===== config.mk =====
export PLATFORM = sky130hd
export DESIGN_NAME = bsp_top
export DESIGN_NICKNAME = d
export VERILOG_FILES = /design/src/rtl/bsp_pkg.sv /design/src/rtl/bsp_rx_if.sv /design/src/rtl/bsp_rx.sv /design/src/rtl/bsp_top.sv
export SDC_FILE = /design/constraint.sdc
export NUM_CORES = 1
export LEC_CHECK = 0
export BUFFER_PORTS_ARGS = -buffer_cell sky130_fd_sc_hd__buf_2
export CORE_UTILIZATION = 65
export CTS_CLUSTER_SIZE = 20
export DETAILED_ROUTE_END_ITERATION = 7
export PLACE_DENSITY = 0.93
export SETUP_SLACK_MARGIN = 0.02
export SYNTH_ARGS = -nofsm -noshare
export SYNTH_HDL_FRONTEND = slang
export SYNTH_SLANG_ARGS = --single-unit

===== constraint.sdc =====
create_clock -name clock -period 11.5 [get_ports clock]
set_input_delay 0.575 -clock clock [delete_from_list [all_inputs] [get_ports clock]]
set_output_delay 0.575 -clock clock [all_outputs]
set_load 0.005 [all_outputs]

===== src/rtl/bsp_pkg.sv =====
// Purpose: constants, types, helpers
// Assumes: 100 MHz clock, AXI4-Lite register access, 32-bit words
// Notes: rules below
// Operation
// - receiver deserialises and checks configured format
// - good room: received character enters buffer
// - full buffer: drop, flag overflow, count
// - bad stop bit: store, flag framing, count
// - bad parity: store, flag parity, count
// - receive register read pops buffered character
// - transmit write enqueues, dropped when full
// - transmitter fetches next character after each
// - transmitter serialises with configured format
// - registers show levels, errors; set parameters
// - five to eight data bits selectable
// - one or two stop bits selectable
// - one line standard active at once
package bsp_pkg;
    // clock and default line rate
    localparam int unsigned CLK_HZ = 100_000_000;
    localparam int unsigned BAUD_DEF = 115_200;
    localparam logic [15:0] DIV_RST = 16'(CLK_HZ / BAUD_DEF);
    // register byte offsets
    localparam logic [7:0] OFS_CTRL = 8'h00;
    localparam logic [7:0] OFS_DIV = 8'h04;
    localparam logic [7:0] OFS_TXDATA = 8'h08;
    localparam logic [7:0] OFS_TXLVL = 8'h0c;
    localparam logic [7:0] OFS_RXDATA = 8'h10;
    localparam logic [7:0] OFS_RXLVL = 8'h14;
    localparam logic [7:0] OFS_ERR = 8'h18;
    localparam logic [7:0] OFS_ERRCNT = 8'h1c;
    localparam logic [7:0] OFS_ISTS = 8'h20;
    localparam logic [7:0] OFS_IMASK = 8'h24;
    // control register fields
    localparam int CTRL_DB = 0;
    localparam int CTRL_STOP = 2;
    localparam int CTRL_PAR = 3;
    localparam int CTRL_STD = 5;
    localparam logic [6:0] CTRL_RST = 7'h03;
    // parity codes
    localparam logic [1:0] PAR_NONE = 2'h0;
    localparam logic [1:0] PAR_ODD = 2'h2;
    // line standard codes
    localparam logic [1:0] STD_RS485 = 2'h2;
    // error and interrupt bit positions
    localparam int ERR_FRM = 0;
    localparam int ERR_PAR = 1;
    localparam int ERR_OVF = 2;
    localparam int IRQ_RX = 0;
    localparam int IRQ_ERR = 1;
    localparam int IRQ_TX = 2;
    // buffer geometry
    localparam int FIFO_AW = 4;
    localparam logic [FIFO_AW:0] FIFO_DEPTH = 5'h10;
    // bus responses
    localparam logic [1:0] RESP_OKAY = 2'h0;
    localparam logic [1:0] RESP_SLVERR = 2'h2;
    // frame phases, both directions
    typedef enum logic [2:0] {S_IDLE, S_START, S_DATA, S_PAR, S_STOP} bsp_ser_e;
    // parity over the active data bits only
    function automatic logic bsp_parity(input logic [7:0] d, input logic [1:0] db,
                                        input logic odd);
        logic [7:0] m;
        m = 8'hff >> (2'h3 - db);
        return (^(d & m)) ^ odd;
    endfunction
endpackage


===== src/rtl/bsp_rx_if.sv =====
// Purpose: receiver line, format and character bundle
// Assumes: line already synchronised to clock
// Notes: valid is a one-cycle pulse per character
interface bsp_rx_if;
    logic line; // synchronised receive level
    logic [15:0] div; // clocks per bit
    logic [1:0] dbits; // data bit code, 0 means five
    logic stop2; // two stop bits
    logic [1:0] par; // parity mode
    logic valid; // character complete
    logic [7:0] data; // received byte, upper bits zero
    logic ferr; // stop bit low
    logic perr; // parity mismatch
    modport rx (input line, div, dbits, stop2, par, output valid, data, ferr, perr);
    modport host (output line, div, dbits, stop2, par, input valid, data, ferr, perr);
endinterface


===== src/rtl/bsp_rx.sv =====
// Purpose: serial to parallel receiver with format checking
// Assumes: div at least 2
// Notes: samples each bit at its middle, found from the start edge
module bsp_rx
    import bsp_pkg::*;
(
    input wire logic clock,
    input wire logic rst,
    bsp_rx_if.rx rif
);
    bsp_ser_e state; // frame phase
    logic [15:0] cnt; // clocks within the bit
    logic [2:0] bitn; // data bit index
    logic [7:0] sh; // assembled byte
    logic perr_q; // parity result held to the end
    logic ferr_q; // any stop bit seen low
    logic stop_seen; // first of two stop bits done
    // mid start bit, then each full bit
    wire tick = (cnt == rif.div - 16'h1);
    wire half = (cnt == {1'b0, rif.div[15:1]});
    wire [2:0] last = {1'b1, rif.dbits} ;
    // shift engine, checks format as it goes
    always_ff @(posedge clock or posedge rst) begin
        if (rst) begin
            state <= S_IDLE;
            cnt <= 16'h0;
            bitn <= 3'h0;
            sh <= 8'h0;
            perr_q <= 1'b0;
            ferr_q <= 1'b0;
            stop_seen <= 1'b0;
            rif.valid <= 1'b0;
            rif.data <= 8'h0;
            rif.ferr <= 1'b0;
            rif.perr <= 1'b0;
        end else begin
            rif.valid <= 1'b0;
            cnt <= (tick || state == S_IDLE) ? 16'h0 : cnt + 16'h1;
            unique case (state)
                S_IDLE: begin
                    if (!rif.line) begin
                        state <= S_START;
                        sh <= 8'h0;
                        perr_q <= 1'b0;
                        ferr_q <= 1'b0;
                        stop_seen <= 1'b0;
                    end
                end
                S_START: begin
                    // glitch shorter than half a bit is ignored
                    if (half) begin
                        cnt <= 16'h0;
                        bitn <= 3'h0;
                        state <= rif.line ? S_IDLE : S_DATA;
                    end
                end
                S_DATA: begin
                    if (tick) begin
                        sh[bitn] <= rif.line;
                        bitn <= bitn + 3'h1;
                        if (bitn == last) begin
                            state <= (rif.par == PAR_NONE) ? S_STOP : S_PAR;
                        end
                    end
                end
                S_PAR: begin
                    if (tick) begin
                        perr_q <= rif.line != bsp_parity(sh, rif.dbits, rif.par == PAR_ODD);
                        state <= S_STOP;
                    end
                end
                S_STOP: begin
                    if (tick) begin
                        if (!rif.line) begin
                            ferr_q <= 1'b1;
                        end
                        if (rif.stop2 && !stop_seen) begin
                            stop_seen <= 1'b1;
                        end else begin
                            // low stop still delivers the byte
                            rif.valid <= 1'b1;
                            rif.data <= sh;
                            rif.ferr <= ferr_q || !rif.line;
                            rif.perr <= perr_q;
                            state <= S_IDLE;
                        end
                    end
                end
                default: state <= S_IDLE;
            endcase
        end
    end
endmodule


===== src/rtl/bsp_top.sv =====
// Purpose: buffered serial port with AXI4-Lite registers
// Assumes: one clock, rxd asynchronous to it
// Notes: change format and divider only while the line is quiet
//
// The AXI4-Lite interface to the registers and the register offsets were decided locally.
module bsp_top
    import bsp_pkg::*;
(
    input wire logic clock,
    input wire logic rst,
    input wire logic [31:0] s_axi_awaddr,
    input wire logic s_axi_awvalid,
    output logic s_axi_awready,
    input wire logic [31:0] s_axi_wdata,
    input wire logic [3:0] s_axi_wstrb,
    input wire logic s_axi_wvalid,
    output logic s_axi_wready,
    output logic [1:0] s_axi_bresp,
    output logic s_axi_bvalid,
    input wire logic s_axi_bready,
    input wire logic [31:0] s_axi_araddr,
    input wire logic s_axi_arvalid,
    output logic s_axi_arready,
    output logic [31:0] s_axi_rdata,
    output logic [1:0] s_axi_rresp,
    output logic s_axi_rvalid,
    input wire logic s_axi_rready,
    input wire logic rxd,
    output logic txd,
    output logic [1:0] line_std,
    output logic line_de,
    output logic irq
);
    // settings
    logic [6:0] ctrl; // data bits, stop, parity, standard
    logic [15:0] div; // clocks per bit
    logic [2:0] err; // sticky error bits
    logic [15:0] err_cnt; // saturating error counter
    logic [2:0] ists; // sticky interrupt status
    logic [2:0] imask; // interrupt enables
    wire [1:0] dbits = ctrl[CTRL_DB +: 2];
    wire stop2 = ctrl[CTRL_STOP];
    wire [1:0] par = ctrl[CTRL_PAR +: 2];

    // rxd synchroniser
    logic rx_meta;
    logic rx_sync;
    always_ff @(posedge clock or posedge rst) begin
        if (rst) begin
            rx_meta <= 1'b1;
            rx_sync <= 1'b1;
        end else begin
            rx_meta <= rxd;
            rx_sync <= rx_meta;
        end
    end

    // receiver
    bsp_rx_if rif ();
    assign rif.line = rx_sync;
    assign rif.div = div;
    assign rif.dbits = dbits;
    assign rif.stop2 = stop2;
    assign rif.par = par;
    bsp_rx u_rx (
        .clock(clock),
        .rst(rst),
        .rif(rif)
    );

    // buffers: memory, pointers and levels
    logic [7:0] rx_mem [FIFO_DEPTH];
    logic [7:0] tx_mem [FIFO_DEPTH];
    logic [FIFO_AW-1:0] rx_wp, rx_rp, tx_wp, tx_rp;
    logic [FIFO_AW:0] rx_lvl, tx_lvl;
    wire rx_full = (rx_lvl == FIFO_DEPTH);
    wire tx_full = (tx_lvl == FIFO_DEPTH);

    // bus slave state
    logic [7:0] aw_q; // captured write address
    logic [31:0] wd_q; // captured write data
    logic [3:0] ws_q; // captured strobes
    wire do_wr = !s_axi_awready && !s_axi_wready && !s_axi_bvalid;
    wire lane0 = ws_q[0];
    wire ar_hs = s_axi_arvalid && s_axi_arready;
    wire [7:0] ra = s_axi_araddr[7:0];
    wire ra_hit = (s_axi_araddr[31:8] == 24'h0) && (ra[1:0] == 2'h0) && (ra <= OFS_IMASK);
    wire wa_hit = (aw_q[1:0] == 2'h0) && (aw_q <= OFS_IMASK);

    // side effects of accesses
    wire rx_pop = ar_hs && ra_hit && ra == OFS_RXDATA && rx_lvl != 5'h0;
    wire tx_wr = do_wr && aw_q == OFS_TXDATA && lane0;
    wire tx_push = tx_wr && !tx_full;
    wire rx_push = rif.valid && !rx_full;
    wire rx_ovf = rif.valid && rx_full;
    wire any_err = rx_ovf || (rif.valid && (rif.ferr || rif.perr));
    wire err_wr = do_wr && aw_q == OFS_ERR && lane0;
    wire cnt_wr = do_wr && aw_q == OFS_ERRCNT && lane0;
    wire ists_rd = ar_hs && ra_hit && ra == OFS_ISTS;

    // transmitter state
    bsp_ser_e tx_st;
    logic [15:0] tx_cnt;
    logic [2:0] tx_bitn;
    logic [7:0] tx_sh;
    logic tx_par;
    logic tx_stop_seen;
    logic tx_done; // one-cycle pulse at end of frame
    wire tx_tick = (tx_cnt == div - 16'h1);
    wire tx_pop = (tx_st == S_IDLE) && (tx_lvl != 5'h0);
    wire [2:0] tx_last = {1'b0, dbits} + 3'h4;

    // read data selection
    logic [31:0] rd_mux;
    assign rd_mux =
        (ra == OFS_CTRL)   ? {25'h0, ctrl} :
        (ra == OFS_DIV)    ? {16'h0, div} :
        (ra == OFS_TXLVL)  ? {27'h0, tx_lvl} :
        (ra == OFS_RXDATA) ? {24'h0, (rx_lvl != 5'h0) ? rx_mem[rx_rp] : 8'h0} :
        (ra == OFS_RXLVL)  ? {27'h0, rx_lvl} :
        (ra == OFS_ERR)    ? {29'h0, err} :
        (ra == OFS_ERRCNT) ? {16'h0, err_cnt} :
        (ra == OFS_ISTS)   ? {29'h0, ists} :
        (ra == OFS_IMASK)  ? {29'h0, imask} : 32'h0;

    // write channel handshakes: address and data in either order
    always_ff @(posedge clock or posedge rst) begin
        if (rst) begin
            s_axi_awready <= 1'b1;
            s_axi_wready <= 1'b1;
            s_axi_bvalid <= 1'b0;
            s_axi_bresp <= RESP_OKAY;
            aw_q <= 8'h0;
            wd_q <= 32'h0;
            ws_q <= 4'h0;
        end else begin
            if (s_axi_awvalid && s_axi_awready) begin
                s_axi_awready <= 1'b0;
                aw_q <= (s_axi_awaddr[31:8] == 24'h0) ? s_axi_awaddr[7:0] : 8'hff;
            end
            if (s_axi_wvalid && s_axi_wready) begin
                s_axi_wready <= 1'b0;
                wd_q <= s_axi_wdata;
                ws_q <= s_axi_wstrb;
            end
            if (do_wr) begin
                s_axi_bvalid <= 1'b1;
                s_axi_bresp <= wa_hit ? RESP_OKAY : RESP_SLVERR;
            end else if (s_axi_bvalid && s_axi_bready) begin
                s_axi_bvalid <= 1'b0;
                s_axi_awready <= 1'b1;
                s_axi_wready <= 1'b1;
            end
        end
    end

    // read channel: answer one cycle after the address is taken
    always_ff @(posedge clock or posedge rst) begin
        if (rst) begin
            s_axi_arready <= 1'b1;
            s_axi_rvalid <= 1'b0;
            s_axi_rdata <= 32'h0;
            s_axi_rresp <= RESP_OKAY;
        end else if (ar_hs) begin
            s_axi_arready <= 1'b0;
            s_axi_rvalid <= 1'b1;
            s_axi_rdata <= ra_hit ? rd_mux : 32'h0;
            s_axi_rresp <= ra_hit ? RESP_OKAY : RESP_SLVERR;
        end else if (s_axi_rvalid && s_axi_rready) begin
            s_axi_rvalid <= 1'b0;
            s_axi_arready <= 1'b1;
        end
    end

    // settings registers, written through byte lane 0, the divider also through lane 1
    always_ff @(posedge clock or posedge rst) begin
        if (rst) begin
            ctrl <= CTRL_RST;
            div <= DIV_RST;
            imask <= 3'h0;
        end else if (do_wr) begin
            if (aw_q == OFS_CTRL && lane0) begin
                ctrl <= wd_q[6:0];
            end
            if (aw_q == OFS_DIV) begin
                div[7:0] <= lane0 ? wd_q[7:0] : div[7:0];
                div[15:8] <= ws_q[1] ? wd_q[15:8] : div[15:8];
            end
            if (aw_q == OFS_IMASK && lane0) begin
                imask <= wd_q[2:0];
            end
        end
    end

    // error bits: sticky, write one to clear, a new event wins
    always_ff @(posedge clock or posedge rst) begin
        if (rst) begin
            err <= 3'h0;
            err_cnt <= 16'h0;
        end else begin
            err <= (err & ~(err_wr ? wd_q[2:0] : 3'h0))
                 | {rx_ovf, rif.valid && rif.perr, rif.valid && rif.ferr && !rx_full};
            if (any_err && err_cnt != 16'hffff) begin
                err_cnt <= err_cnt + 16'h1;
            end else if (cnt_wr) begin
                err_cnt <= 16'h0;
            end
        end
    end

    // interrupt status: cleared by reading, new events win
    always_ff @(posedge clock or posedge rst) begin
        if (rst) begin
            ists <= 3'h0;
            irq <= 1'b0;
        end else begin
            ists <= (ists_rd ? 3'h0 : ists) | {tx_done, any_err, rx_push};
            irq <= |(ists & imask);
        end
    end

    // receive buffer; bad-format characters are kept as well
    always_ff @(posedge clock or posedge rst) begin
        if (rst) begin
            rx_wp <= '0;
            rx_rp <= '0;
            rx_lvl <= '0;
        end else begin
            if (rx_push) begin
                rx_wp <= rx_wp + 4'h1;
            end
            if (rx_pop) begin
                rx_rp <= rx_rp + 4'h1;
            end
            rx_lvl <= rx_lvl + {4'h0, rx_push} - {4'h0, rx_pop};
        end
    end
    always_ff @(posedge clock) begin
        if (rx_push) begin
            rx_mem[rx_wp] <= rif.data;
        end
        if (tx_push) begin
            tx_mem[tx_wp] <= wd_q[7:0];
        end
    end

    // transmit buffer pointers
    always_ff @(posedge clock or posedge rst) begin
        if (rst) begin
            tx_wp <= '0;
            tx_rp <= '0;
            tx_lvl <= '0;
        end else begin
            if (tx_push) begin
                tx_wp <= tx_wp + 4'h1;
            end
            if (tx_pop) begin
                tx_rp <= tx_rp + 4'h1;
            end
            tx_lvl <= tx_lvl + {4'h0, tx_push} - {4'h0, tx_pop};
        end
    end

    // transmitter frame sequencing
    always_ff @(posedge clock or posedge rst) begin
        if (rst) begin
            tx_st <= S_IDLE;
            tx_cnt <= 16'h0;
            tx_bitn <= 3'h0;
            tx_sh <= 8'h0;
            tx_par <= 1'b0;
            tx_stop_seen <= 1'b0;
            tx_done <= 1'b0;
            txd <= 1'b1;
        end else begin
            tx_done <= 1'b0;
            tx_cnt <= (tx_tick || tx_st == S_IDLE) ? 16'h0 : tx_cnt + 16'h1;
            unique case (tx_st)
                S_IDLE: begin
                    if (tx_pop) begin
                        tx_sh <= tx_mem[tx_rp];
                        tx_par <= bsp_parity(tx_mem[tx_rp], dbits, par == PAR_ODD);
                        tx_bitn <= 3'h0;
                        tx_stop_seen <= 1'b0;
                        txd <= 1'b0;
                        tx_st <= S_START;
                    end
                end
                S_START: begin
                    if (tx_tick) begin
                        txd <= tx_sh[0];
                        tx_st <= S_DATA;
                    end
                end
                S_DATA: begin
                    if (tx_tick) begin
                        tx_sh <= tx_sh >> 1;
                        tx_bitn <= tx_bitn + 3'h1;
                        if (tx_bitn == tx_last) begin
                            txd <= (par == PAR_NONE) ? 1'b1 : tx_par;
                            tx_st <= (par == PAR_NONE) ? S_STOP : S_PAR;
                        end else begin
                            txd <= tx_sh[1];
                        end
                    end
                end
                S_PAR: begin
                    if (tx_tick) begin
                        txd <= 1'b1;
                        tx_st <= S_STOP;
                    end
                end
                S_STOP: begin
                    if (tx_tick) begin
                        if (stop2 && !tx_stop_seen) begin
                            tx_stop_seen <= 1'b1;
                        end else begin
                            tx_done <= 1'b1;
                            tx_st <= S_IDLE;
                        end
                    end
                end
                default: tx_st <= S_IDLE;
            endcase
        end
    end

    // one standard at a time; two-wire drives only while sending
    always_ff @(posedge clock or posedge rst) begin
        if (rst) begin
            line_std <= 2'h0;
            line_de <= 1'b0;
        end else begin
            line_std <= ctrl[CTRL_STD +: 2];
            line_de <= (ctrl[CTRL_STD +: 2] != STD_RS485) || (tx_st != S_IDLE) || tx_pop;
        end
    end
endmodule


==> impl_metrics.yaml <==
outcome:
  status: "complete, no violations"
min_path:
  hp-class: "primary input to flip-flop"
logic_synthesis:
  async_flop_share_pct: 44.7
  synth-seq-area-share_pct: 60.3
  synth_seq_cells: 463
  synthFlopType: "edfxtp_1"
  yosys.cell_types.count: 87
  netlist_area_um2: 21400
  syn_area_per_cell_um2: 13.3
  ys.warnings.count: 0
  synth_edf_count: 256
  syn_inst: 1607
detailed_routing:
  drt_pass1_iterations: 6
  vias: 14400
  drc: 0
  viasPerCell: 6.59
  routed_wl_um: 52200
  wl_per_cell_um: 23.9
  drtIter0Drc: 2044
  ant_nets: 0
setup_path:
  critPathRequiredTime_ns: 11.94
  end_kind: "flip-flop"
  slowest_stage: "nor3_1"
  cp-start-kind: "flip-flop"
  cp_data_arrival_time_ns: 4.81
  path_common_cell: "inv_1"
  cp_max_fo: 9
  crit_type: "flip-flop to flip-flop"
  crit_chain: "inv_1, nand3_1, nor3_1, nand3b_1, nor4b_1, and3_1, inv_1, ha_1, inv_1, ha_1, inv_1, fa_1, inv_1, a21oi_1, nor2_1, nor2_1, xnor2_1"
  slowest_delay_ns: 0.59
die:
  row_count: 66
  ios: 154
  die_h_um: 183
  fp.coreArea_um2: 32500
  fp.dieW_um: 183
  dieArea_um2: 33600
  initial_core_util_pct: 65.8
pwr:
  p_per_area_nw_per_um2: 183
  vdd_drop_max_v: 0.000196
  design_power_total_mw: 4.34
  leakage_nw: 8.97
global_routing:
  use_met3_pct: 5.76
  use_met1_pct: 40.9
  grt_pass1_wl_um: 81200
  gr-usage-met2_pct: 53.2
  grt_overflow_total: 0
  top_usage_layer: "met2"
  grt_pass1_vias: 14600
  grtUsageTotal_pct: 31.9
  antenna_found_initial: 1
  grt_max_degree: 127
cells_and_area:
  diodes: 0
  final_cells: 2184
  fin_nets: 1844
  design_area_um2: 23700
  drive_gt1_share_pct: 19.9
  synthToLayoutAreaGrowth_pct: 11.0
clock_network:
  hold_buffers: 0
  root_buffer: "clkbuf_16"
  cts.sinks: 463
  cts_tree: "built"
  post_cts_resized: 0
  insertion_delay_ns: 0.57
  cts_buffer_depth: 3
  cts_made_buffers: 45
  htree_levels: 2
  postCtsSetupBuffers: 0
  clk_pin_slew_ns: 0.06
timing:
  finalSetupTns_ns: 0
  hold_viol_final: 0
  period_needed_ns: 4.37
  worstMarginPinSlew_ns: 1.30
  max_slew_margin_pct: 12.6
  rsz0062_at_grt: "no"
  max_freq_mhz: 229
  finalCritPeriodShare_pct: 38.0
  drv_slew: 0
  clock_skew_ns: 0.0227
  setup_violations: 0
place:
  placed_cell_area_um2: 22200
  place_hpwl_um: 33500
  port_buffers: 117
  dp.cells: 2100
  place_congestion: 0.944
flow_run:
  maxCapViolCount: 0
## cell usage in the layout, fill, tap and decap left out, types with 29 or more instances in the layout
| cell type | instances |
|---|---|
| nor4_1 | 31 |
| nand2_1 | 107 |
| xnor2_1 | 75 |
| nand3_1 | 43 |
| inv_1 | 46 |
| buf_2 | 117 |
| edfxtp_1 | 256 |
| dfrtp_1 | 192 |
| clkbuf_16 | 47 |
| mux2i_1 | 35 |
| xor2_1 | 44 |
| mux4_2 | 60 |
| a21oi_1 | 29 |
| nor2_1 | 119 |
| mux2_2 | 53 |
| o21ai_0 | 70 |
## final cells by class
class                      count  area, um2
inverter                      49        191
timing repair buffer         134        713
clock buffer                  62       1260
fill                        1888       8750
tap                          442        553
clock inverter                21        208
sequential                   463      12900
multi-input combinational   1013       7890
## synth_stat cells (5+ instances only)
cell type	n	area, um2
nand3_1	43	215
mux4_2	60	1350
nor2b_1	23	144
or3_1	7	43.8
nand4_1	14	87.6
or2_2	5	31.3
dfstp_2	13	342
a31oi_1	9	56.3
buf_1	6	22.5
o211ai_1	5	37.5
mux2i_1	35	350
and2_1	14	87.6
nand2_1	107	402
inv_1	47	176
a21oi_1	29	145
xnor3_1	9	203
mux2_2	53	597
xor2_1	44	385
edfxtp_1	256	7690
o221ai_1	8	70.1
nand3b_1	5	37.5
nor4_1	32	200
o22a_1	8	70.1
and3_1	17	106
xnor2_1	75	657
a221oi_1	8	70.1
ha_1	28	350
nor3b_1	5	37.5
dfrtp_1	194	4850
nor2_1	119	447
clkbuf_1	62	233
buf_2	9	45.0
a22oi_1	11	82.6
a221o_1	6	60.1
a22o_1	9	78.8
o31ai_1	12	90.1
o21ai_0	70	350
nor3_1	24	120
nand2b_1	23	144
buf_4	19	143
o22ai_1	9	56.3
## final timing paths
check | start | to | cells past startpoint | slack (ns)
min in group asynchronous | rst | tx_cnt[8]$_DFF_PP0_ | 2 | 0.20
worst min-delay path | rxd | rx_meta$_DFF_PP1_ | 1 | 0.11
worst max register to register | s_axi_bvalid$_DFFE_PP0P_ | tx_lvl[4]$_DFF_PP0_ | 17 | 7.13
worst min register to register | rx_meta$_DFF_PP1_ | rif.line$_DFF_PP1_ | 0 | 0.36
max in group asynchronous | rst | ctrl[4]$_DFFE_PP0P_ | 3 | 9.64
worst max-delay path | s_axi_bvalid$_DFFE_PP0P_ | tx_lvl[4]$_DFF_PP0_ | 17 | 7.13
## flip-flops by register name (all words and copies together), names as in the netlist, 5 cells and up
signal         cells
aw_q               8
ctrl               7
div               16
err_cnt           16
rx_lvl             5
rx_mem           128
s_axi_rdata       16
tx_cnt            16
tx_lvl             5
tx_mem           128
tx_sh              8
u_rx.cnt          16
u_rx.rif.data      8
u_rx.sh            8
wd_q              16
## worst max-delay path: cells and delay by family (launching register included)
family	cells	cell delay (ns)
adders and majority gates	3	0.90
and+or+nand+nor	7	2.37
xor gates and xnor gates	1	0.12
DFF	1	0.40
buffers and inverters	5	0.40
AOI/OAI and AO/OA	1	0.07
## layer usage
layer	part of all wire (%)	wire length [um]
met1	36	18900
met2	50	26000
met5	0	0
met3	9.1	4760
met4	4.9	2560
## stage by stage
stage	hold WS [ns]	setup WS (ns)	util, %
final	0.112	7.13	73.0
after CTS	0.0947	7.26	73.0
after detailed placement	0.349	7.31	68.5
after global routing	0.0988	7.04	73.0
after floorplan	0.345	5.29	-
after global placement	0.355	7.35	68.5
## report_power, final
part | switching [mW] | internal (mW)
clock network | 0.623 | 0.859
registers | 0.211 | 1.92
logic | 0.370 | 0.357
## logic make-up (layout without fill, tap and decap cells)
family | after synthesis | count (layout) | share of synthesized area [%]
mux | 149 | 149 | 10.8
compound gates | 221 | 221 | 6.96
simple gates | 467 | 467 | 11.2
other cells | 1 | 18 | 0.0176
xor+xnor | 128 | 128 | 5.83
flops | 463 | 463 | 60.3
buf+inv | 148 | 266 | 3.08
fa+ha+maj | 30 | 30 | 1.83
Note: power is estimated with default switching activity, not from simulation.
